**config.mk**
```make
export PLATFORM = sky130hd
export DESIGN_NAME = ebcod_top
export DESIGN_NICKNAME = d
export VERILOG_FILES = /design/src/ebcod_pkg.sv /design/src/ebcod_phase.sv /design/src/ebcod_top.sv
export SDC_FILE = /design/constraint.sdc
export NUM_CORES = 1
export LEC_CHECK = 0
export ABC_AREA = 1
export BUFFER_PORTS_ARGS = -buffer_cell sky130_fd_sc_hd__buf_4
export CAP_MARGIN = 20
export CORE_MARGIN = 2
export CORE_UTILIZATION = 34
export DETAILED_ROUTE_END_ITERATION = 8
export PLACE_DENSITY = 0.62
export SLEW_MARGIN = 20
export SYNTH_ARGS = -nofsm -noshare
export SYNTH_HDL_FRONTEND = slang
export SYNTH_HIERARCHICAL = 1
export SYNTH_SLANG_ARGS = --single-unit
```
**constraint.sdc**
```tcl
create_clock -name MCLK_I -period 1.7 [get_ports MCLK_I]
set_input_delay 0.17 -clock MCLK_I [delete_from_list [all_inputs] [get_ports MCLK_I]]
set_output_delay 0.17 -clock MCLK_I [all_outputs]
set_load 0.005 [all_outputs]
```
**src/ebcod_pkg.sv**
```systemverilog
// Package for the 8-bit core opcode decoder: opcode patterns, field positions,
// operation classes and timing constants.
// Assumes a core that fetches one 16-bit word per instruction cycle.
package ebcod_pkg;

  // Oscillator and instruction cycle timing
  localparam int          CLK_PERIOD_NS     = 50;
  localparam int          OSC_PER_CYCLE     = 4;
  localparam logic [1:0]  PHASE_LAST        = 2'(OSC_PER_CYCLE - 1);

  // Field positions inside the instruction word
  localparam int          F_DEST            = 9;
  localparam int          F_ACCESS          = 8;
  localparam int          F_BIT_LSB         = 9;
  localparam int          F_FAST            = 0;
  localparam int          F_CALL_FAST       = 8;

  // Fixed words
  localparam logic [15:0] W_NOP             = 16'h0000;
  localparam logic [15:0] W_WDT_CLEAR       = 16'h0004;
  localparam logic [15:0] W_PUSH            = 16'h0005;
  localparam logic [15:0] W_POP             = 16'h0006;
  localparam logic [15:0] W_DAW             = 16'h0007;
  localparam logic [15:0] W_SLEEP           = 16'h0003;
  localparam logic [15:0] W_SWRESET         = 16'h00FF;
  localparam logic [14:0] W_INTERRUPT_RETURN_OP_HI       = 15'h0008;
  localparam logic [14:0] W_RETURN_HI       = 15'h0009;

  // Upper nibbles and longer leading opcode fields
  localparam logic [3:0]  N_SECOND          = 4'hF;
  localparam logic [3:0]  N_MOVE            = 4'hC;
  localparam logic [3:0]  N_REL             = 4'hD;
  localparam logic [3:0]  N_BRANCH          = 4'hE;
  localparam logic [7:0]  B_RETURN_WITH_LITERAL_OP           = 8'h0C;
  localparam logic [7:0]  B_ABSOLUTE_JUMP            = 8'hEF;
  localparam logic [6:0]  B_CALL            = 7'h76;
  localparam logic [5:0]  B_TABLE           = 6'h02;

  // Pointer modes of table access
  typedef enum logic [1:0] {
    TBL_KEEP = 2'b00,
    TBL_POST_INC = 2'b01,
    TBL_POST_DEC = 2'b10,
    TBL_PRE_INC = 2'b11
  } ebcod_tbl_t;

  // Operation classes
  typedef enum logic [5:0] {
    OP_NOP = 6'h00, OP_ADD = 6'h01, OP_ADDC = 6'h02, OP_SUB = 6'h03,
    OP_SUBB = 6'h04, OP_SUBFB = 6'h05, OP_INC = 6'h06, OP_DEC = 6'h07,
    OP_NEG = 6'h08, OP_AND = 6'h09, OP_IOR = 6'h0A, OP_XOR = 6'h0B,
    OP_COM = 6'h0C, OP_CPSEQ = 6'h0D, OP_CPSGT = 6'h0E, OP_CPSLT = 6'h0F,
    OP_DECSZ = 6'h10, OP_INCSZ = 6'h11, OP_DECSNZ = 6'h12, OP_INCSNZ = 6'h13,
    OP_BCLR = 6'h14, OP_BSET = 6'h15, OP_BTGL = 6'h16, OP_BTSC = 6'h17,
    OP_BTSS = 6'h18, OP_BCOND = 6'h19, OP_BRA = 6'h1A, OP_RELATIVE_SUBROUTINE_CALL = 6'h1B,
    OP_CALL = 6'h1C, OP_ABSOLUTE_JUMP = 6'h1D, OP_FILE_TO_FILE_MOVE = 6'h1E, OP_WDT = 6'h1F,
    OP_PUSH = 6'h20, OP_POP = 6'h21, OP_DAW = 6'h22, OP_RESET = 6'h23,
    OP_INTERRUPT_RETURN_OP = 6'h24, OP_RETURN = 6'h25, OP_RETURN_WITH_LITERAL_OP = 6'h26, OP_SLEEP = 6'h27,
    OP_TABLE = 6'h28, OP_MOVF = 6'h29
  } ebcod_op_t;

  // Flag update masks, order {C, DC, Z, OV, N}
  localparam logic [4:0]  FL_ARITH          = 5'h1F;
  localparam logic [4:0]  FL_LOGIC          = 5'h05;
  localparam logic [4:0]  FL_NONE           = 5'h00;

  // Bit positions of status vector {C, DC, Z, OV, N}
  localparam int          S_C = 4;
  localparam int          S_Z = 2;
  localparam int          S_OV = 1;
  localparam int          S_N = 0;

  // Address of the timer-zero count in the access view
  localparam logic [11:0] A_TIMER_ZERO      = 12'hFD6;

endpackage : ebcod_pkg

```
**src/ebcod_phase.sv**
```systemverilog
// Instruction cycle phase divider: four oscillator periods per cycle.
// Assumes one free-running core clock and a synchronous active-low reset.
`timescale 1ns/100ps
`default_nettype none
module ebcod_phase
  import ebcod_pkg::*;
(
  // Clock and reset
  input  wire logic       clk_i,
  input  wire logic       rstn_i,
  // Phase outputs
  output logic      [1:0] phase_o,
  output logic            cyc_end_o
);

  logic [1:0] ph_q;
  logic [1:0] ph_d;

  // Next phase wraps after the write phase
  always_comb begin
    ph_d = (ph_q == PHASE_LAST) ? 2'h0 : 2'(ph_q + 2'h1);
  end

  // Phase register
  always_ff @(posedge clk_i) begin
    if (!rstn_i) begin
      ph_q <= 2'h0;
    end else begin
      ph_q <= ph_d;
    end
  end

  assign phase_o   = ph_q;
  assign cyc_end_o = (ph_q == PHASE_LAST);

endmodule : ebcod_phase
`default_nettype wire

```
**src/ebcod_top.sv**
```systemverilog
// Opcode decoder of the 8-bit accumulator core: classifies each fetched word,
// extracts operand fields, and drives cycle and side-effect strobes.
// Assumes the fetch path presents a new word that is held for a whole
// instruction cycle, qualified by FETCH_VALID_I at the cycle's last phase.
`timescale 1ns/100ps
`default_nettype none
// Behaviour
// - Access bit 0 selects access bank; 1 takes bank from bank select value.
// - Destination bit 0 writes accumulator; 1 writes back to file register.
// - Bit ops carry a three-bit field selecting bit 0 to 7.
// - File operand is 8-bit; file-to-file move uses 12-bit addresses.
// - Table mode selects keep, post-increment, post-decrement or pre-increment.
// - Fast bit selects saving or restoring shadow registers on call/return.
// - Add, add-carry, subtract, increment, decrement, negate update all five flags.
// - And, or, xor, complement update only zero and negative flags.
// - Compare-and-skip ops skip on equal, greater or less; no flags.
// - File-to-file move is two words, two cycles, 12-bit source and destination.
// - Word with upper nibble 1111 alone runs as no-operation.
// - Bit clear, set, toggle, test-skip-clear, test-skip-set change no flags.
// - Conditional branches on eight conditions; one cycle, two when taken.
// - Absolute call and jump are two words with a 20-bit target.
// - Fixed words decode nop, watchdog clear, push, pop, decimal adjust, reset.
// - Interrupt return re-enables interrupts; returns take two cycles.
// - Watchdog clear and standby update timeout/powerdown flags; reset affects all.
// - Increment/decrement-and-skip variants decode and leave flags untouched.
// - Changed program counter or true test adds a no-operation cycle.
// - Write-back to timer-zero count clears its prescaler if assigned.
// - Read-modify-write of a port uses pin levels, not latch contents.
// - Each instruction cycle spans four oscillator periods.
module ebcod_top
  import ebcod_pkg::*;
(
  // Clock and reset
  input  wire logic        MCLK_I,
  input  wire logic        RSTN_I,
  // Fetch path
  input  wire logic [15:0] FETCH_WORD_I,
  input  wire logic        FETCH_VALID_I,
  // Core status used by branch, skip, addressing and side-effect decisions
  input  wire logic  [4:0] ALU_STATUS_I,
  input  wire logic        SKIP_TRUE_I,
  input  wire logic  [7:0] BANK_SELECT_VALUE_I,
  input  wire logic        TIMER_ZERO_COUNT_PRESCALE_ASSIGNED_I,
  input  wire logic        PORT_TARGET_I,
  // Decoded operation
  output logic       [5:0] OP_CLASS_O,
  output logic      [11:0] SRC_ADDR_O,
  output logic      [11:0] DST_ADDR_O,
  output logic             DEST_FILE_O,
  output logic       [2:0] BIT_SEL_O,
  output logic      [19:0] TARGET_O,
  output logic       [1:0] TABLE_MODE_O,
  output logic             FAST_O,
  output logic       [7:0] LITERAL_O,
  output logic       [4:0] FLAG_MASK_O,
  // Cycle control
  output logic       [1:0] PHASE_O,
  output logic             EXEC_O,
  output logic             FLUSH_O,
  output logic             PORT_READ_PINS_O,
  // Side-effect strobes
  output logic             IRQ_ENABLE_SET_O,
  output logic             WDT_STATUS_UPD_O,
  output logic             SLEEP_O,
  output logic             SWRESET_O,
  output logic             PRESCALE_CLR_O
);

  typedef enum logic [1:0] {
    ST_DECODE = 2'b00,
    ST_SECOND = 2'b01,
    ST_FLUSH  = 2'b10
  } ebcod_st_t;

  logic       [1:0] phase;
  logic             cyc_end;
  ebcod_st_t        st_q, st_d;
  ebcod_op_t        op_q, op_d, dec_op;
  logic      [11:0] src_q, src_d, dst_q, dst_d;
  logic             dest_q, dest_d;
  logic       [2:0] bit_q, bit_d;
  logic      [19:0] tgt_q, tgt_d;
  logic       [1:0] tbl_q, tbl_d;
  logic             fast_q, fast_d;
  logic       [7:0] lit_q, lit_d;
  logic       [4:0] fl_q, fl_d;
  logic             exec_q, exec_d, flush_q, flush_d;
  logic             gie_q, gie_d, wdt_q, wdt_d, slp_q, slp_d, rst_q, rst_d;
  logic             pre_q, pre_d, pin_q, pin_d;
  logic       [3:0] cond;
  logic             cond_true, two_word, pc_change, writes_file;
  logic      [11:0] bank_addr;
  logic      [15:0] w;

  // Four-period instruction cycle timing
  ebcod_phase u_phase (
    .clk_i     (MCLK_I),
    .rstn_i    (RSTN_I),
    .phase_o   (phase),
    .cyc_end_o (cyc_end)
  );

  assign w = FETCH_WORD_I;

  // Combinational classification of a first word
  always_comb begin
    dec_op = OP_NOP; // Unlisted codes fall to no-operation
    if (w == W_NOP) dec_op = OP_NOP;
    else if (w == W_WDT_CLEAR) dec_op = OP_WDT;
    else if (w == W_PUSH) dec_op = OP_PUSH;
    else if (w == W_POP) dec_op = OP_POP;
    else if (w == W_DAW) dec_op = OP_DAW;
    else if (w == W_SLEEP) dec_op = OP_SLEEP;
    else if (w == W_SWRESET) dec_op = OP_RESET;
    else if (w[15:1] == W_INTERRUPT_RETURN_OP_HI) dec_op = OP_INTERRUPT_RETURN_OP;
    else if (w[15:1] == W_RETURN_HI) dec_op = OP_RETURN;
    else if (w[15:2] == {8'h00, B_TABLE}) dec_op = OP_TABLE;
    else if (w[15:8] == B_RETURN_WITH_LITERAL_OP) dec_op = OP_RETURN_WITH_LITERAL_OP;
    else if (w[15:12] == N_SECOND) dec_op = OP_NOP; // Lone second word
    else if (w[15:12] == N_MOVE) dec_op = OP_FILE_TO_FILE_MOVE;
    else if (w[15:12] == N_REL) dec_op = w[11] ? OP_RELATIVE_SUBROUTINE_CALL : OP_BRA;
    else if (w[15:8] == B_ABSOLUTE_JUMP) dec_op = OP_ABSOLUTE_JUMP;
    else if (w[15:9] == B_CALL) dec_op = OP_CALL;
    else if (w[15:12] == N_BRANCH && !w[11]) dec_op = OP_BCOND;
    else begin
      unique case (w[15:10])
        6'b001001: dec_op = OP_ADD;
        6'b001000: dec_op = OP_ADDC;
        6'b010111: dec_op = OP_SUB;
        6'b010110: dec_op = OP_SUBB;
        6'b010101: dec_op = OP_SUBFB;
        6'b001010: dec_op = OP_INC;
        6'b000001: dec_op = OP_DEC;
        6'b000101: dec_op = OP_AND;
        6'b000100: dec_op = OP_IOR;
        6'b000110: dec_op = OP_XOR;
        6'b000111: dec_op = OP_COM;
        6'b001011: dec_op = OP_DECSZ;
        6'b001111: dec_op = OP_INCSZ;
        6'b010011: dec_op = OP_DECSNZ;
        6'b010010: dec_op = OP_INCSNZ;
        6'b010100: dec_op = OP_MOVF;
        6'b011011: dec_op = w[9] ? OP_NOP : OP_NEG;
        6'b011000: begin // Compare-and-skip group
          unique case (w[9])
            1'b0: dec_op = OP_CPSLT;
            1'b1: dec_op = OP_CPSEQ;
          endcase
        end
        6'b011001: dec_op = w[9] ? OP_NOP : OP_CPSGT;
        default: begin
          unique case (w[15:12]) // Bit-oriented group
            4'b1001: dec_op = OP_BCLR;
            4'b1000: dec_op = OP_BSET;
            4'b0111: dec_op = OP_BTGL;
            4'b1011: dec_op = OP_BTSC;
            4'b1010: dec_op = OP_BTSS;
            default: dec_op = OP_NOP;
          endcase
        end
      endcase
    end
  end

  // Branch condition evaluation against core status
  assign cond = w[11:8];
  always_comb begin
    unique case (cond[2:1])
      2'b00: cond_true = ALU_STATUS_I[S_Z] ^ cond[0];
      2'b01: cond_true = ALU_STATUS_I[S_C] ^ cond[0];
      2'b10: cond_true = ALU_STATUS_I[S_OV] ^ cond[0];
      2'b11: cond_true = ALU_STATUS_I[S_N] ^ cond[0];
    endcase
  end

  // Bank-qualified 12-bit address of an 8-bit operand
  assign bank_addr = w[F_ACCESS] ? {BANK_SELECT_VALUE_I[3:0], w[7:0]}
                                 : {{4{w[7]}}, w[7:0]};

  assign two_word  = (dec_op == OP_FILE_TO_FILE_MOVE) || (dec_op == OP_CALL) || (dec_op == OP_ABSOLUTE_JUMP);
  assign pc_change = (dec_op == OP_BRA) || (dec_op == OP_RELATIVE_SUBROUTINE_CALL) || (dec_op == OP_INTERRUPT_RETURN_OP)
                  || (dec_op == OP_RETURN) || (dec_op == OP_RETURN_WITH_LITERAL_OP)
                  || ((dec_op == OP_BCOND) && cond_true);
  assign writes_file = (w[F_DEST] && (dec_op inside {OP_ADD, OP_ADDC, OP_SUB, OP_SUBB,
                  OP_SUBFB, OP_INC, OP_DEC, OP_AND, OP_IOR, OP_XOR, OP_COM, OP_DECSZ,
                  OP_INCSZ, OP_DECSNZ, OP_INCSNZ}))
                  || (dec_op inside {OP_BCLR, OP_BSET, OP_BTGL}); // Bit clear, set and toggle always write back

  // Next-state and output-register computation, once per instruction cycle
  always_comb begin
    st_d = st_q;   op_d = op_q;   src_d = src_q;  dst_d = dst_q;
    dest_d = dest_q; bit_d = bit_q; tgt_d = tgt_q; tbl_d = tbl_q;
    fast_d = fast_q; lit_d = lit_q; fl_d = fl_q;
    exec_d = 1'b0; flush_d = 1'b0; gie_d = 1'b0; wdt_d = 1'b0;
    slp_d = 1'b0; rst_d = 1'b0; pre_d = 1'b0; pin_d = 1'b0;
    if (cyc_end && FETCH_VALID_I) begin
      unique case (st_q)
        ST_DECODE: begin
          op_d   = dec_op;
          src_d  = bank_addr;
          dst_d  = bank_addr;
          dest_d = w[F_DEST];
          bit_d  = w[F_BIT_LSB +: 3];
          lit_d  = w[7:0];
          tbl_d  = w[1:0];
          fast_d = (dec_op == OP_CALL) ? w[F_CALL_FAST] : w[F_FAST];
          tgt_d  = {{12{w[7]}}, w[7:0]};
          if (dec_op == OP_BRA || dec_op == OP_RELATIVE_SUBROUTINE_CALL) begin
            tgt_d = {{9{w[10]}}, w[10:0]};
          end
          if (dec_op == OP_FILE_TO_FILE_MOVE) begin
            src_d = w[11:0];
          end
          if (dec_op == OP_CALL || dec_op == OP_ABSOLUTE_JUMP) begin
            tgt_d = {12'h000, w[7:0]};
          end
          unique case (dec_op)
            OP_ADD, OP_ADDC, OP_SUB, OP_SUBB, OP_SUBFB, OP_INC, OP_DEC, OP_NEG:
              fl_d = FL_ARITH;
            OP_AND, OP_IOR, OP_XOR, OP_COM, OP_MOVF: fl_d = FL_LOGIC;
            default: fl_d = FL_NONE;
          endcase
          exec_d = !two_word;
          gie_d  = (dec_op == OP_INTERRUPT_RETURN_OP);
          wdt_d  = (dec_op == OP_WDT) || (dec_op == OP_SLEEP);
          slp_d  = (dec_op == OP_SLEEP);
          rst_d  = (dec_op == OP_RESET);
          pre_d  = writes_file && (bank_addr == A_TIMER_ZERO)
                && TIMER_ZERO_COUNT_PRESCALE_ASSIGNED_I;
          pin_d  = writes_file && PORT_TARGET_I;
          if (two_word) st_d = ST_SECOND;
          else if (pc_change) st_d = ST_FLUSH;
        end
        ST_SECOND: begin
          if (op_q == OP_FILE_TO_FILE_MOVE) dst_d = w[11:0];
          else tgt_d = {w[11:0], tgt_q[7:0]};
          exec_d = 1'b1;
          st_d   = ST_DECODE;
        end
        ST_FLUSH: begin
          flush_d = 1'b1; // Extra cycle runs as no-operation
          st_d    = ST_DECODE;
        end
        default: st_d = ST_DECODE;
      endcase
    end
    // A skip resolved by the datapath costs one flush cycle
    if (exec_q && SKIP_TRUE_I && st_q == ST_DECODE && !cyc_end) st_d = ST_FLUSH;
  end

  // Register stage, synchronous reset
  always_ff @(posedge MCLK_I) begin
    if (!RSTN_I) begin
      st_q <= ST_DECODE; op_q <= OP_NOP; src_q <= 12'h000; dst_q <= 12'h000;
      dest_q <= 1'b0; bit_q <= 3'h0; tgt_q <= 20'h00000; tbl_q <= 2'h0;
      fast_q <= 1'b0; lit_q <= 8'h00; fl_q <= 5'h00; exec_q <= 1'b0;
      flush_q <= 1'b0; gie_q <= 1'b0; wdt_q <= 1'b0; slp_q <= 1'b0;
      rst_q <= 1'b0; pre_q <= 1'b0; pin_q <= 1'b0;
    end else begin
      st_q <= st_d; op_q <= op_d; src_q <= src_d; dst_q <= dst_d;
      dest_q <= dest_d; bit_q <= bit_d; tgt_q <= tgt_d; tbl_q <= tbl_d;
      fast_q <= fast_d; lit_q <= lit_d; fl_q <= fl_d; exec_q <= exec_d;
      flush_q <= flush_d; gie_q <= gie_d; wdt_q <= wdt_d; slp_q <= slp_d;
      rst_q <= rst_d; pre_q <= pre_d; pin_q <= pin_d;
    end
  end

  // Outputs, all from registers except the phase
  assign OP_CLASS_O = op_q;       assign SRC_ADDR_O = src_q;
  assign DST_ADDR_O = dst_q;      assign DEST_FILE_O = dest_q;
  assign BIT_SEL_O = bit_q;       assign TARGET_O = tgt_q;
  assign TABLE_MODE_O = tbl_q;    assign FAST_O = fast_q;
  assign LITERAL_O = lit_q;       assign FLAG_MASK_O = fl_q;
  assign PHASE_O = phase;         assign EXEC_O = exec_q;
  assign FLUSH_O = flush_q;       assign PORT_READ_PINS_O = pin_q;
  assign IRQ_ENABLE_SET_O = gie_q; assign WDT_STATUS_UPD_O = wdt_q;
  assign SLEEP_O = slp_q;         assign SWRESET_O = rst_q;
  assign PRESCALE_CLR_O = pre_q;

  // Checks
  property p_logic_flags;
    @(posedge MCLK_I) disable iff (!RSTN_I)
    (exec_q && (op_q inside {OP_AND, OP_IOR, OP_XOR, OP_COM})) |-> fl_q == FL_LOGIC;
  endproperty
  a_logic_flags: assert property (p_logic_flags) else $error("logic flags wrong");

  property p_arith_flags;
    @(posedge MCLK_I) disable iff (!RSTN_I)
    (exec_q && (op_q inside {OP_ADD, OP_ADDC, OP_INC, OP_DEC})) |-> fl_q == FL_ARITH;
  endproperty
  a_arith_flags: assert property (p_arith_flags) else $error("arith flags wrong");

  property p_no_flag_bit;
    @(posedge MCLK_I) disable iff (!RSTN_I)
    (exec_q && (op_q inside {OP_BCLR, OP_BSET, OP_BTGL, OP_CPSEQ, OP_DECSZ})) |-> fl_q == 5'h00;
  endproperty
  a_no_flag_bit: assert property (p_no_flag_bit) else $error("flags on bit op");

  property p_two_word;
    @(posedge MCLK_I) disable iff (!RSTN_I)
    (st_q == ST_SECOND) |-> ##[1:4] (exec_q && st_q == ST_DECODE) or (st_q == ST_SECOND) [*4];
  endproperty
  a_two_word: assert property (p_two_word) else $error("second word lost");

  property p_flush_follows;
    @(posedge MCLK_I) disable iff (!RSTN_I)
    flush_q |-> $past(st_q) == ST_FLUSH;
  endproperty
  a_flush_follows: assert property (p_flush_follows) else $error("stray flush");

  property p_interrupt_return_op_gie;
    @(posedge MCLK_I) disable iff (!RSTN_I)
    gie_q |-> op_q == OP_INTERRUPT_RETURN_OP && st_q == ST_FLUSH;
  endproperty
  a_interrupt_return_op_gie: assert property (p_interrupt_return_op_gie) else $error("enable without return");

  property p_wdt_status;
    @(posedge MCLK_I) disable iff (!RSTN_I)
    wdt_q |-> (op_q == OP_WDT || op_q == OP_SLEEP);
  endproperty
  a_wdt_status: assert property (p_wdt_status) else $error("bad status update");

  property p_cycle_len;
    @(posedge MCLK_I) disable iff (!RSTN_I)
    cyc_end |=> !cyc_end [*3] ##1 cyc_end;
  endproperty
  a_cycle_len: assert property (p_cycle_len) else $error("cycle not four periods");

  property p_prescale;
    @(posedge MCLK_I) disable iff (!RSTN_I)
    pre_q |-> src_q == A_TIMER_ZERO && (dest_q || op_q inside {OP_BCLR, OP_BSET, OP_BTGL});
  endproperty
  a_prescale: assert property (p_prescale) else $error("prescaler clear wrong");

endmodule : ebcod_top
`default_nettype wire

```
==> summary.md <==
| Metric | Value |
|---|---|
| Synth area leader | `dfxtp_1` |
| GP Congestion | `0.950` |
| CP cell instances | `inv_2, nor2_4, nand3_2, nor4_4, buf_4, nor3_2, buf_4, o21ai_0, a21oi_1` |
| Post-CTS Hold Buffers | `0` |
| Worst Reg-to-Reg Cells | `9` |
| Reg2reg setup slack | `0.08 ns` |
| Final period utilization | `95.5%` |
| Core Region | `0.0107 mm²` |
| CP required | `1.94 ns` |
| Worst path top cell family by delay | `simple AND/OR/NAND/NOR gates` |
| DR vias | `4567` |
| Mapped Cells | `556` |
| Vias in the first global route | `4109` |
| Area contributors post-synth | `dfxtp_1, nand2_1, a21oi_1, nor2_1, o21ai_0` |
| Crit path DAT | `1.86 ns` |
| Die area | `0.0118 mm²` |
| Crit-path slowest cell | `dfxtp_2` |
| Hold crit path type | `in -> reg` |
| H-tree level count | `3` |
| Slew @ Worst Pin | `0.340 ns` |
| Max-slew violation count | `0` |
| Achievable Freq | `0.616 GHz` |
| Maximum vdd drop | `417 µV` |
| Most used cell, CP | `buf_4` |
| Worst setup margin | `0.0769 ns` |
| Setup TNS | `0 ns` |
| Area grow syn2layout | `59.2%` |
| RSZ-0062 raised after global routing | `true` |
| Flops & latches, synth | `68` |
| Gr usage total | `22.3%` |
| R2R Path End | `TARGET_O[16]` |
| Placed cell area | `0.00525 mm²` |
| WP depth | `9` |
| Sinks on the clock net | `68` |
| Post-route ant nets | `0` |
| Total grt overflow | `0` |
| Reg-to-Reg Start | `st_q[0]` |
| Num ports | `115` |
| Final wirelength | `13.6 mm` |
| # DRC | `0` |
| Worst Path Buf+Inv | `3` |
| Hold Fails Final Rpt | `0` |
| Delay of the slowest critical-path stage | `0.34 ns` |
| Antenna violations before repair | `0` |
| Cell area after layout | `0.00594 mm²` |
| Initial DRC count | `293` |
| DP Cell Count | `863` |
| Mean post-synth cell area | `6.70 µm²` |
| Hold_sp | `PORT_TARGET_I` |
| Static Leak | `2.83 nW` |
| Status | `complete, no violations` |
| First-pass DRT Iterations | `5` |
| Clock slew at reported path FFs | `0.08 ns` |
| Final Setup Violations | `0` |
| Synth top area share | `36.5%` |
| Worst slew margin | `77.4%` |
| # rows | `38` |
| Initial core utilization | `34.7%` |
| Post-route insts no fill | `896` |
| Setup crit end kind | `register` |
| Largest net degree at the start of global routing | `31` |
| Worst clock skew | `0.0104 ns` |
| Post-synth EDFFs | `0` |
| Skew-Pair Late Insertion Delay | `0.34 ns` |
| Synthesis Warnings | `6` |
| Hold-critical path depth | `3` |
| Finished Core Util | `55.2%` |
| CTS tree | `built` |
| Startpoint types | `register` |
| Chip Height | `109 µm` |
| Top post-synthesis cells by count | `nand2_1, dfxtp_1, a21oi_1, nor2_1, o21ai_0` |
| Layout cells sized above 1 | `42.7%` |
| Hold Path Sink | `PORT_READ_PINS_O` |
| Ys async rst share | `0%` |
| Die X-Extent | `109 µm` |
| Nets@finish | `787` |
| Average vias per placed instance | `5.10` |
| Routed len/inst | `15.1 µm` |
| IO Port Bufs | `109` |
| Power Density | `683 mW/mm²` |
| Post-synth design cell area | `0.00373 mm²` |
| Deepest clock path buffer count | `2` |
| CTS Buf Count | `9` |
| Distinct cells, synth | `39` |
| Max_cap viols | `0` |
| Top-count cell post-synth | `nand2_1` |
| Period minus WS final | `1.62 ns` |
| Kind of critical path | `reg -> reg` |
| Seq/Total Area, Yosys | `36.5%` |
| First-pass GRT wire length | `20.6 mm` |
| Post-Syn Nets | `592` |
| CP max FO | `12` |
| Filler cells | `1063` |
| Primary FF master, synth | `dfxtp_1` |
| Pre-CTS WS | `-0.405 ns` |
| DP Wirelength | `10.1 mm` |
| Root Driver | `clkbuf_8` |
| Ant. Diodes | `0` |
[worst max path at each step]
stage                           startpoint        endpoint  slack [ns]
after floorplan            FETCH_WORD_I[9]  FLAG_MASK_O[3]       -0.02
final                              st_q[0]    TARGET_O[16]        0.08
after CTS                 FETCH_WORD_I[15]  FLAG_MASK_O[3]       0.008
after global placement    FETCH_WORD_I[15]  PRESCALE_CLR_O       -0.34
after detailed placement  FETCH_WORD_I[15]  PRESCALE_CLR_O       -0.41
after global routing      FETCH_WORD_I[14]  FLAG_MASK_O[2]       -0.05
[per-stage QoR]
| step | hold WS (ns) | power (mW) |
|---|---|---|
| 2_1_floorplan | 0.296 | 2.07 |
| 3_3_place_gp | 0.418 | 2.46 |
| 5_1_grt | 0.0579 | 4.24 |
| 4_1_cts | 0.0507 | 3.95 |
| 6_report | 0.0671 | 4.05 |
| 3_5_place_dp | 0.419 | 2.47 |
[tightest hold or removal path: cells and delay by family]
kind	cells	cell delay (ns)
buf+inv	1	0.11
simple gates	2	0.09
[where the power goes]
part	switching, mW	internal [mW]
Combinational	0.478	0.419
Sequential	0.0335	1.64
Clock	0.644	0.836
Total	1.16	2.90
[layout make-up]
class	instances	area, µm²	share of cell area, %
flip-flops and latches	68	1360	23.0
inverters	53	231	3.90
multi-input cells	398	2210	37.2
clock inverters	7	98.8	1.67
repair buffers	221	1740	29.3
clock buffers	9	124	2.09
well taps	140	175	2.95
[layer usage]
layer | up-vias | routed length [µm] | GRT usage, %
li1 | 2242 | - | -
met1 | 2138 | 6130 | 31.7
met2 | 172 | 6400 | 34.6
met3 | 15 | 871 | 4.18
met4 | 0 | 155 | 5.59
met5 | - | 0 | 0
[logic make-up (layout without fill, tap and decap cells)]
logic type / after synthesis / count (layout) / share of synthesized area [%]
compound gates: 134 / 134 / 19.3
flops: 68 / 68 / 36.5
fa+ha+maj: 1 / 1 / 0.336
buf+inv: 90 / 290 / 11.7
xor+xnor: 1 / 1 / 0.235
simple gates: 262 / 262 / 32.0
[cell usage in the layout, fill, tap and decap left out, drive strengths merged]
master,netlist,layout
o31a,1,1
clkinvlp,0,2
nand4,18,18
or2,1,1
o211ai,3,3
nor2,77,77
nand2,111,111
a21oi,68,68
clkinv,4,4
xor2,1,1
bufinv,0,3
dfxtp,68,68
a31oi,5,5
a211oi,2,2
o311ai,1,1
buf,22,220
a2111oi,1,1
o2111ai,1,1
nand3,35,35
inv,49,51
nor4,4,4
o21ai,51,51
a22oi,1,1
clkbuf,15,10
nor3,16,16
ha,1,1
[registers in the layout, indices dropped and copies added, names as in the netlist, 2 cells and up]
register / flops
SRC_ADDR_O: 12
OP_CLASS_O: 6
BIT_SEL_O: 3
st_q: 2
DST_ADDR_O: 12
u_phase/phase_o: 2
TARGET_O: 20
FLAG_MASK_O: 2
[repair_timing]
action / in CTS / in global routing
endpoints found under the setup margin: 28 / 36
gates resized for setup: 6 / 87
gates cloned: 0 / 1
setup buffers: 0 / 16
hold endpoints to repair: 0 / 0
pin swaps: 1 / 34
(Power assumes the default switching activity.)
